File: src/pkg/trig_link_defs.svh
// constants of the trigger link word framer: word formats, queues, trigger sources, timing
// assumes inclusion by bare name from the design file
`ifndef TRIG_LINK_DEFS_SVH
`define TRIG_LINK_DEFS_SVH

`define TL_CLK_MHZ        250
`define TL_WORD_NS        16
`define TL_CLK_NS         4
`define TL_SLOT_CYCLES    (`TL_WORD_NS / `TL_CLK_NS)
`define TL_FWD_MARK       2'h1
`define TL_MARK_HI        15
`define TL_MARK_LO        14
`define TL_TYPE_HI        13
`define TL_TYPE_LO        12
`define TL_QUAD_HI        11
`define TL_QUAD_LO        10
`define TL_TTYPE_HI       9
`define TL_TTYPE_LO       8
`define TL_TIME_BITS_HI   13
`define TL_TIME_BITS_LO   2
`define TL_TYPE_TIME      2'h0
`define TL_TYPE_CTRL      2'h1
`define TL_TYPE_STROBE    2'h2
`define TL_TYPE_CONTENT   2'h3
`define TL_TTYPE_NONE     2'h0
`define TL_TTYPE_TRG1     2'h1
`define TL_TTYPE_TRG2     2'h2
`define TL_TTYPE_SYNC     2'h3
`define TL_FIFO_DEPTH     4
`define TL_FIFO_AW        2
`define TL_TIME_RST       32'h0
`define TL_EVNUM_RST      32'h0
`define TL_PERIOD_NS      143
`define TL_PERIOD_CYCLES  ((`TL_PERIOD_NS + `TL_CLK_NS - 1) / `TL_CLK_NS)
`define TL_LFSR_RST       16'hACE1
`define TL_LFSR_THRESH    16'h01E8
// probe launch point, late enough that the synced mode pins have settled
`define TL_LAT_PHASE      16'h0010

`endif

File: src/pkg/trig_link_pkg.sv
// types of the trigger link word framer
// includes no file; uses nothing from trig_link_defs.svh
package trig_link_pkg;

  typedef enum logic [1:0] {
    mode_slave,
    mode_master,
    mode_standalone
  } link_mode_t;

  typedef struct packed {
    logic [7:0] event_type;
    logic [1:0] trig_type;
    logic [1:0] quadrant;
    logic [31:0] time_stamp;
    logic [31:0] event_number;
  } event_rec_t;

  typedef struct packed {
    logic       trig_tx;
    logic       clk_tx;
    logic       sync_tx;
    logic       lat_tx;
    logic       xcvr_en;
  } fiber_ctl_t;

endpackage

File: src/rtl/trigger_link_word_framer.sv
// trigger link word framer: forms, prioritises, sends and decodes 16-bit words
// assumes one 250 MHz pipeline clock already selected upstream; pins pass through
// two flip-flops here; link words from the transceiver are on this clock already
`timescale 1ns/100ps
`include "trig_link_defs.svh"

// Behaviour
// - master or standalone uses onboard oscillator clock, else fiber clock
// - onboard oscillator selected means master role, otherwise slave role
// - master loops its own streams back and decodes them like a slave
// - slave pair one: trigger words in, status out
// - slave pairs two and three receive clock and sync; returns unused
// - master sends triggers, clock, sync on pairs one to three
// - master loops pair four; slaves send pulse, time its return
// - standalone uses no transceiver link traffic
// - one 16-bit word every 16 ns, status words return
// - one word every 4 pipeline cycles; link reference from pipeline clock
// - received strobe with a trigger type other than 00 aligns trigger and starts an event
// - strobe carries quadrant of the 4 ns slot within 16 ns
// - content words queued, sent only in slots without strobe
// - control words queued, sent only when no strobe or content
// - idle slot sends time word with time bits 13:2
// - received time word compared to local time, mismatch flags lost sync
// - front-panel inputs go through lookup table into trigger word
// - software periodic and random triggers merged with front panel
// - formed word sent on fiber and looped back to self
// - decoded trigger yields event type, time stamp, event number
// - derive phase-related 125, 62.5, 31.25 MHz clocks
// - forward words marked 01; type 00 time, 01 ctrl, 10 strobe, 11 content
// - strobe: quadrant 11:10, trigger type 9:8, event type 7:0
module trigger_link_word_framer
(
  input  wire logic                     i_clk,
  input  wire logic                     i_rst,
  input  wire logic                     i_ce,
  input  wire logic                     i_osc_selected,
  input  wire logic                     i_standalone,
  input  wire logic [3:0]               i_fp_trig,
  input  wire logic [15:0]              i_lut_wdata,
  input  wire logic [3:0]               i_lut_waddr,
  input  wire logic                     i_lut_we,
  input  wire logic                     i_sw_trig,
  input  wire logic                     i_periodic_en,
  input  wire logic                     i_random_en,
  input  wire logic [15:0]              i_content_word,
  input  wire logic                     i_content_valid,
  input  wire logic [15:0]              i_ctrl_word,
  input  wire logic                     i_ctrl_valid,
  input  wire logic [15:0]              i_rx_word,
  input  wire logic                     i_rx_valid,
  input  wire logic [15:0]              i_status_word,
  input  wire logic                     i_lat_rx,
  output logic                          o_content_ready,
  output logic                          o_ctrl_ready,
  output logic [15:0]                   o_tx_word,
  output logic                          o_tx_valid,
  output logic [15:0]                   o_status_tx,
  output logic                          o_lat_pulse,
  output logic [15:0]                   o_latency,
  output trig_link_pkg::fiber_ctl_t     o_fiber_ctl,
  output logic                          o_clk_sel_osc,
  output logic                          o_master_role,
  output logic                          o_clk125,
  output logic                          o_clk62,
  output logic                          o_clk31,
  output trig_link_pkg::event_rec_t     o_event,
  output logic                          o_event_valid,
  output logic                          o_sync_lost
);

  // ---------------------------------------------------------------
  // mode and pin synchronisers
  // ---------------------------------------------------------------
  logic [1:0] osc_sync;
  logic [1:0] stand_sync;
  logic [3:0] fp_meta;
  logic [3:0] fp_sync;
  logic [3:0] fp_prev;
  logic [1:0] lat_sync;

  always_ff @(posedge i_clk)
  begin
    if (i_rst)
    begin
      osc_sync   <= 2'h0;
      stand_sync <= 2'h0;
      fp_meta    <= 4'h0;
      fp_sync    <= 4'h0;
      fp_prev    <= 4'h0;
      lat_sync   <= 2'h0;
    end
    else if (i_ce)
    begin
      osc_sync   <= {osc_sync[0], i_osc_selected};
      stand_sync <= {stand_sync[0], i_standalone};
      fp_meta    <= i_fp_trig;
      fp_sync    <= fp_meta;
      fp_prev    <= fp_sync;
      lat_sync   <= {lat_sync[0], i_lat_rx};
    end
  end

  wire is_master = osc_sync[1];
  wire is_stand  = stand_sync[1];
  wire uses_osc  = is_master | is_stand;
  wire drives_link = is_master && !is_stand;
  trig_link_pkg::link_mode_t mode;
  assign mode = is_stand ? trig_link_pkg::mode_standalone :
                is_master ? trig_link_pkg::mode_master : trig_link_pkg::mode_slave;

  // ---------------------------------------------------------------
  // slot timing and derived clocks
  // ---------------------------------------------------------------
  logic [2:0]  div;
  logic [31:0] local_time;
  wire  [1:0]  quad     = div[1:0];
  wire         slot_end = (quad == 2'(`TL_SLOT_CYCLES - 1));

  always_ff @(posedge i_clk)
  begin
    if (i_rst)
    begin
      div        <= 3'h0;
      local_time <= `TL_TIME_RST;
    end
    else if (i_ce)
    begin
      div        <= div + 3'h1;
      local_time <= local_time + 32'h1;
    end
  end

  // ---------------------------------------------------------------
  // trigger sources: lookup table, periodic, random, software
  // ---------------------------------------------------------------
  logic [15:0] lut [16];
  logic [7:0]  per_cnt;
  logic [15:0] lfsr;
  wire [3:0]  fp_rise  = fp_sync & ~fp_prev;
  wire        per_hit  = i_periodic_en && (per_cnt == 8'(`TL_PERIOD_CYCLES - 1));
  wire        rnd_hit  = i_random_en && (lfsr < `TL_LFSR_THRESH);
  wire        soft_hit = i_sw_trig | per_hit | rnd_hit;
  wire        trig_now = uses_osc && ((|fp_rise) || soft_hit);
  wire [15:0] lut_out  = (|fp_rise) ? lut[fp_sync] : 16'h0001;
  logic        pend;
  logic [1:0]  pend_quad;
  logic [15:0] pend_lut;

  always_ff @(posedge i_clk)
  begin
    if (i_lut_we && i_ce)
      lut[i_lut_waddr] <= i_lut_wdata;
  end

  always_ff @(posedge i_clk)
  begin
    if (i_rst)
    begin
      per_cnt   <= 8'h0;
      lfsr      <= `TL_LFSR_RST;
      pend      <= 1'b0;
      pend_quad <= 2'h0;
      pend_lut  <= 16'h0;
    end
    else if (i_ce)
    begin
      // held at zero while off so the first hit comes one period after enable
      per_cnt <= (per_hit || !i_periodic_en) ? 8'h0 : per_cnt + 8'h1;
      lfsr    <= {lfsr[14:0], lfsr[15] ^ lfsr[13] ^ lfsr[12] ^ lfsr[10]};
      if (trig_now && !pend)
      begin
        pend      <= 1'b1;
        pend_quad <= quad;
        pend_lut  <= lut_out;
      end
      else if (slot_end)
        pend <= 1'b0;
    end
  end

  // ---------------------------------------------------------------
  // content and control queues
  // ---------------------------------------------------------------
  logic [15:0] cq [`TL_FIFO_DEPTH];
  logic [15:0] kq [`TL_FIFO_DEPTH];
  logic [`TL_FIFO_AW:0] cq_wp, cq_rp, kq_wp, kq_rp;
  wire cq_empty = (cq_wp == cq_rp);
  wire kq_empty = (kq_wp == kq_rp);
  wire cq_full  = (cq_wp[`TL_FIFO_AW] != cq_rp[`TL_FIFO_AW]) &&
                  (cq_wp[`TL_FIFO_AW-1:0] == cq_rp[`TL_FIFO_AW-1:0]);
  wire kq_full  = (kq_wp[`TL_FIFO_AW] != kq_rp[`TL_FIFO_AW]) &&
                  (kq_wp[`TL_FIFO_AW-1:0] == kq_rp[`TL_FIFO_AW-1:0]);
  wire cq_push  = i_content_valid && !cq_full;
  wire kq_push  = i_ctrl_valid && !kq_full;

  // ---------------------------------------------------------------
  // slot arbitration: strobe, content, control, time
  // ---------------------------------------------------------------
  wire sel_strobe  = pend && slot_end;
  wire sel_content = slot_end && !pend && !cq_empty;
  wire sel_ctrl    = slot_end && !pend && cq_empty && !kq_empty;
  wire [15:0] strobe_word = {`TL_FWD_MARK, `TL_TYPE_STROBE, pend_quad,
                             pend_lut[9:8], pend_lut[7:0]};
  wire [15:0] time_word   = {`TL_FWD_MARK, `TL_TYPE_TIME,
                             local_time[`TL_TIME_BITS_HI:`TL_TIME_BITS_LO]};
  wire [15:0] content_w   = {`TL_FWD_MARK, `TL_TYPE_CONTENT,
                             cq[cq_rp[`TL_FIFO_AW-1:0]][11:0]};
  wire [15:0] ctrl_w      = {`TL_FWD_MARK, `TL_TYPE_CTRL,
                             kq[kq_rp[`TL_FIFO_AW-1:0]][11:0]};
  wire [15:0] next_word   = sel_strobe  ? strobe_word :
                            sel_content ? content_w :
                            sel_ctrl    ? ctrl_w : time_word;

  always_ff @(posedge i_clk)
  begin
    if (i_rst)
    begin
      cq_wp <= '0;
      cq_rp <= '0;
      kq_wp <= '0;
      kq_rp <= '0;
    end
    else if (i_ce)
    begin
      if (cq_push)
      begin
        cq[cq_wp[`TL_FIFO_AW-1:0]] <= i_content_word;
        cq_wp <= cq_wp + 1'b1;
      end
      if (kq_push)
      begin
        kq[kq_wp[`TL_FIFO_AW-1:0]] <= i_ctrl_word;
        kq_wp <= kq_wp + 1'b1;
      end
      if (sel_content && uses_osc)
        cq_rp <= cq_rp + 1'b1;
      if (sel_ctrl && uses_osc)
        kq_rp <= kq_rp + 1'b1;
    end
  end

  // ---------------------------------------------------------------
  // receive source: fiber in slave role, own stream in master and standalone roles
  // ---------------------------------------------------------------
  wire        loop_valid = uses_osc && slot_end;
  wire [15:0] rx_w       = uses_osc ? next_word : i_rx_word;
  wire        rx_v       = uses_osc ? loop_valid : (i_rx_valid && !is_stand);
  wire        rx_marked  = (rx_w[`TL_MARK_HI:`TL_MARK_LO] == `TL_FWD_MARK);
  wire [1:0]  rx_type    = rx_w[`TL_TYPE_HI:`TL_TYPE_LO];
  wire        rx_strobe  = rx_v && rx_marked && (rx_type == `TL_TYPE_STROBE)
                           && (rx_w[`TL_TTYPE_HI:`TL_TTYPE_LO] != `TL_TTYPE_NONE);
  wire        rx_time    = rx_v && rx_marked && (rx_type == `TL_TYPE_TIME);
  wire        time_bad   = rx_time &&
                           (rx_w[11:0] != local_time[`TL_TIME_BITS_HI:`TL_TIME_BITS_LO]);
  wire [31:0] stamp      = {local_time[31:2], rx_w[`TL_QUAD_HI:`TL_QUAD_LO]};

  // ---------------------------------------------------------------
  // latency measurement on the fourth pair
  // ---------------------------------------------------------------
  logic [15:0] lat_cnt;
  logic        lat_busy;
  wire lat_pair_on = !uses_osc;
  wire lat_start   = lat_pair_on && !lat_busy && (local_time[15:0] == `TL_LAT_PHASE);
  wire lat_back    = lat_busy && lat_sync[1];

  // ---------------------------------------------------------------
  // output registers
  // ---------------------------------------------------------------
  always_ff @(posedge i_clk)
  begin
    if (i_rst)
    begin
      o_tx_word       <= 16'h0;
      o_tx_valid      <= 1'b0;
      o_status_tx     <= 16'h0;
      o_content_ready <= 1'b0;
      o_ctrl_ready    <= 1'b0;
      o_lat_pulse     <= 1'b0;
      o_latency       <= 16'h0;
      lat_cnt         <= 16'h0;
      lat_busy        <= 1'b0;
      o_fiber_ctl     <= '0;
      o_clk_sel_osc   <= 1'b0;
      o_master_role   <= 1'b0;
      o_clk125        <= 1'b0;
      o_clk62         <= 1'b0;
      o_clk31         <= 1'b0;
      o_event         <= '0;
      o_event_valid   <= 1'b0;
      o_sync_lost     <= 1'b0;
    end
    else if (i_ce)
    begin
      o_tx_valid      <= drives_link && slot_end;
      if (slot_end)
        o_tx_word <= next_word;
      o_status_tx     <= (mode == trig_link_pkg::mode_slave) ? i_status_word : 16'h0;
      o_content_ready <= !cq_full;
      o_ctrl_ready    <= !kq_full;
      o_clk_sel_osc   <= uses_osc;
      o_master_role   <= is_master;
      o_clk125        <= next_clk(div, 3'h1, 0);
      o_clk62         <= next_clk(div, 3'h3, 1);
      o_clk31         <= next_clk(div, 3'h7, 2);
      o_fiber_ctl.xcvr_en <= !is_stand;
      o_fiber_ctl.trig_tx <= drives_link;
      o_fiber_ctl.clk_tx  <= drives_link;
      o_fiber_ctl.sync_tx <= drives_link;
      o_fiber_ctl.lat_tx  <= lat_pair_on;
      o_lat_pulse     <= lat_start;
      if (lat_start)
      begin
        lat_busy <= 1'b1;
        lat_cnt  <= 16'h0;
      end
      else if (lat_back)
      begin
        lat_busy  <= 1'b0;
        o_latency <= lat_cnt;
      end
      else if (lat_busy)
        lat_cnt <= lat_cnt + 16'h1;
      o_event_valid <= rx_strobe;
      if (rx_strobe)
      begin
        o_event.event_type   <= rx_w[7:0];
        o_event.trig_type    <= rx_w[`TL_TTYPE_HI:`TL_TTYPE_LO];
        o_event.quadrant     <= rx_w[`TL_QUAD_HI:`TL_QUAD_LO];
        o_event.time_stamp   <= stamp;
        o_event.event_number <= o_event.event_number + 32'h1;
      end
      if (time_bad)
        o_sync_lost <= 1'b1;
    end
  end
  // other word types fall through above untouched

  // clock divider bit, phase-tied to the shared counter
  function automatic logic next_clk(input logic [2:0] d, input logic [2:0] m, input int b);
    logic [2:0] n;
    n = (d + 3'h1) & m;
    return n[b];
  endfunction

endmodule // trigger_link_word_framer

File: config.mk
export PLATFORM = sky130hd
export DESIGN_NAME = trigger_link_word_framer
export DESIGN_NICKNAME = d
export VERILOG_FILES = /design/src/pkg/trig_link_pkg.sv /design/src/rtl/trigger_link_word_framer.sv
export VERILOG_INCLUDE_DIRS = /design/src /design/src/pkg
export SDC_FILE = /design/constraint.sdc
export NUM_CORES = 1
export LEC_CHECK = 0
export ABC_AREA = 0
export BUFFER_PORTS_ARGS = -buffer_cell sky130_fd_sc_hd__clkbuf_2
export CORE_ASPECT_RATIO = 1.75
export CORE_MARGIN = 1.5
export CORE_UTILIZATION = 60
export CTS_CLUSTER_SIZE = 25
export DETAILED_ROUTE_END_ITERATION = 8
export PLACE_DENSITY = 0.81
export SKIP_LAST_GASP = 1
export SLEW_MARGIN = 10
export SYNTH_ARGS = -nofsm -noshare
export SYNTH_HDL_FRONTEND = slang
export SYNTH_SLANG_ARGS = --single-unit
File: constraint.sdc
create_clock -name i_clk -period 8.2 [get_ports i_clk]
set_clock_uncertainty 0.2 [all_clocks]
set_input_delay 1.64 -clock i_clk [delete_from_list [all_inputs] [get_ports i_clk]]
set_output_delay 1.64 -clock i_clk [all_outputs]
set_load 0.005 [all_outputs]
==> out/metrics.cfg <==
[worst_setup_path]
crit_type = primary input to register
arrival_ns = 4.80
cp_slowest_cell = nor3b_2
critPathCaptureType = register
cp.depth = 8
critPathMaxStageDelay_ns = 1.03
crit_fanout = 22
crit_buf_inv = 1
crit_required_ns = 8.45
crit_end = lat_cnt[13]
crit_family = simple AND/OR/NAND/NOR gates
cp_cell_sequence = buf_4, nor3b_2, nand3_1, o21ai_0, nor4b_1, nand3_1, xor2_1, nor2_1
critPathLaunch = i_ce
reg2reg_slack_ns = 4.43
r2r_end = o_event[20]
worst_r2r_path_depth = 8
r2r-start = kq_wp[1]
startpoint_type = primary input
critPathMostFrequentCell = nand3_1

[power]
power_density_nw_per_um2 = 215.3
power.total_mw = 5.246
p_leak_nw = 8.683
peakVddDrop_mv = 0.2383

[floorplanning]
die_w_um = 146.0
fp.coreArea_um2 = 35300
die_h_um = 253.3
die-area_um2 = 37000
rows = 91
ios = 241
initial_core_util = 0.6087

[routing]
ant_nets = 0
drt-total-wl_um = 52220
drt_iter0_drc = 1051
vias = 14907
via_per_inst = 6.145
drc = 0
wl_per_cell_um = 21.53
dr.pass1.iters = 7

[timing]
clock.fmax_mhz = 219.8
hold_violations = 0
whs_ns = 0.2531
maxSlewHeadroom = 0.1097
setup_viol = 0
period_needed_ns = 4.550
worst_pin_slew_ns = 1.331
final.setup.tns_ns = 0
slew_viol_final = 0
grt_setup_unrepaired = false
fin_crit_sh = 0.5549

[clock_network]
cts_setup_buffers = 0
ctsResizeCount = 0
clk_pin_slew_ns = 0.06
cts.root.buffer_cell = clkbuf_16
h-tree-depth = 2
clkSinkCount = 515
numCtsBuffers = 44
postCtsHoldBufs = 0
insertion_delay_ns = 0.58
cts_tree = done
clock_path_buffers = 3

[global_routing]
overflow = 0
grt.total_usage = 0.2802
grt_pass1_vias = 14740
antenna_found_initial = 0
grt_max_degree = 114
grt_pass1_wl_um = 80430

[placement]
place.gp.congestion = 0.9338
portBuffers = 225
dp_hpwl_um = 35150
dpl.cell_count = 2346

[synthesis]
synth-seq-cells = 515
synth-edff-count = 256
syn_area_um2 = 21490
synth_area_per_cell_um2 = 12.18
yosysWarnings = 0
ys_types = 74
synthCells = 1764
synth_flop_cell = dfxtp_1
synthArstFlopShare = 0
ys_seq_area_frac = 0.5991
synth_fp_nets = 1881

[worst_hold_path]
hold_path_depth = 2
min_path_type = register to register

[layout]
drive_above_1_share = 0.2234
layout_common_cells = 258 x dfxtp_1, 256 x edfxtp_1, 223 x clkbuf_2
area_growth_pct = 13.41
num-nets-final = 2044
layout.cells.non_filler = 2426
final_common_cell = dfxtp_1
fillers = 2479
num_antenna_cells = 0

[outcome]
outcome = finished, final reports clean

[run]
cap_violations = 0

[layer usage]
layer  wire length (µm)  vias up  track usage
li1                   -     6824            -
met1              18860     7288       0.3262
met2              27140      637       0.5038
met3               3553      158      0.03964
met4               2665        0       0.1431
met5                  0        -            0
[how the worst min path moves through the flow]
stage	slack, ns	start	endpoint
finish	0.25	o_latency[8]	o_latency[8]
detailed placement	0.25	o_latency[14]	o_latency[14]
global route	0.27	o_latency[15]	o_latency[15]
floorplan	0.24	lat_cnt[15]	o_latency[15]
CTS	0.26	o_latency[14]	o_latency[14]
global placement	0.25	o_latency[12]	o_latency[12]
[cell type report]
type | instances | area (µm²) | area share
inverters | 32 | 120.1 | 0.004930
clock inverters | 22 | 324.1 | 0.01330
repair buffers | 238 | 1232 | 0.05058
well taps | 465 | 581.8 | 0.02388
multi-input cells | 1096 | 8019 | 0.3291
flip-flops and latches | 515 | 12870 | 0.5283
clock buffers | 58 | 1215 | 0.04986
[cells by family after synthesis]
| kind of cell | count (synthesis) | share of synthesized area |
|---|---|---|
| and+or+nand+nor | 537 | 0.1181 |
| DFF | 515 | 0.5991 |
| AOI/OAI and AO/OA | 313 | 0.09655 |
| buffers and inverters | 153 | 0.02877 |
| muxes | 149 | 0.1143 |
| xor gates and xnor gates | 80 | 0.03366 |
| adders and majority gates | 16 | 0.009317 |
| other | 1 | 0.0001745 |
[tightest hold or removal path: stages, from the launching register on]
cell and delay [ns]:
dfxtp_1 0.31, nand2_1 0.05, a21oi_1 0.05
[Yosys cell counts (16+ instances only)]
master | instances | area (µm²)
nand2_1 | 95 | 356.6
xor2_1 | 29 | 254.0
dfxtp_1 | 259 | 5185
ha_1 | 16 | 200.2
a21oi_1 | 101 | 505.5
nor3_1 | 17 | 85.08
nand4_1 | 28 | 175.2
inv_1 | 32 | 120.1
nor2_1 | 216 | 810.8
xnor2_1 | 48 | 420.4
a211oi_1 | 22 | 165.2
a22oi_1 | 34 | 255.2
edfxtp_1 | 256 | 7687
nand3_1 | 64 | 320.3
and3_1 | 29 | 181.4
mux2_2 | 25 | 281.5
nor2b_1 | 30 | 187.7
mux4_2 | 74 | 1667
mux2i_1 | 44 | 440.4
clkbuf_1 | 93 | 349.1
o21ai_0 | 57 | 285.3
[registers in the layout, indices dropped and copies added, names as in the netlist, 4 cells and up, named ones only]
signal and flops:
fp_sync 4, fp_prev 4, local_time 32, cq 48, lat_cnt 16, o_tx_word 15
o_event 74, per_cnt 8, pend_lut 10, o_status_tx 16, fp_meta 4, kq 48
lut 160, lfsr 16, o_latency 16
[where the power goes]
group	switching, mW	total [mW]	leakage [nW]	internal (mW)
Sequential	0.0267	2.76	4.41	2.74
Clock	0.947	2.22	0.744	1.28
Combinational	0.160	0.258	3.53	0.0979
[metrics by stage]
stage	instance area [µm²]	setup WS, ns	utilization
6_report	24370	3.650	0.6903
5_1_grt	24370	3.255	0.6903
4_1_cts	24360	3.667	0.6903
3_3_place_gp	22820	3.204	0.6467
3_5_place_dp	22820	3.100	0.6467
2_1_floorplan	21490	4.309	-
Power figures use the tool's default switching activity.
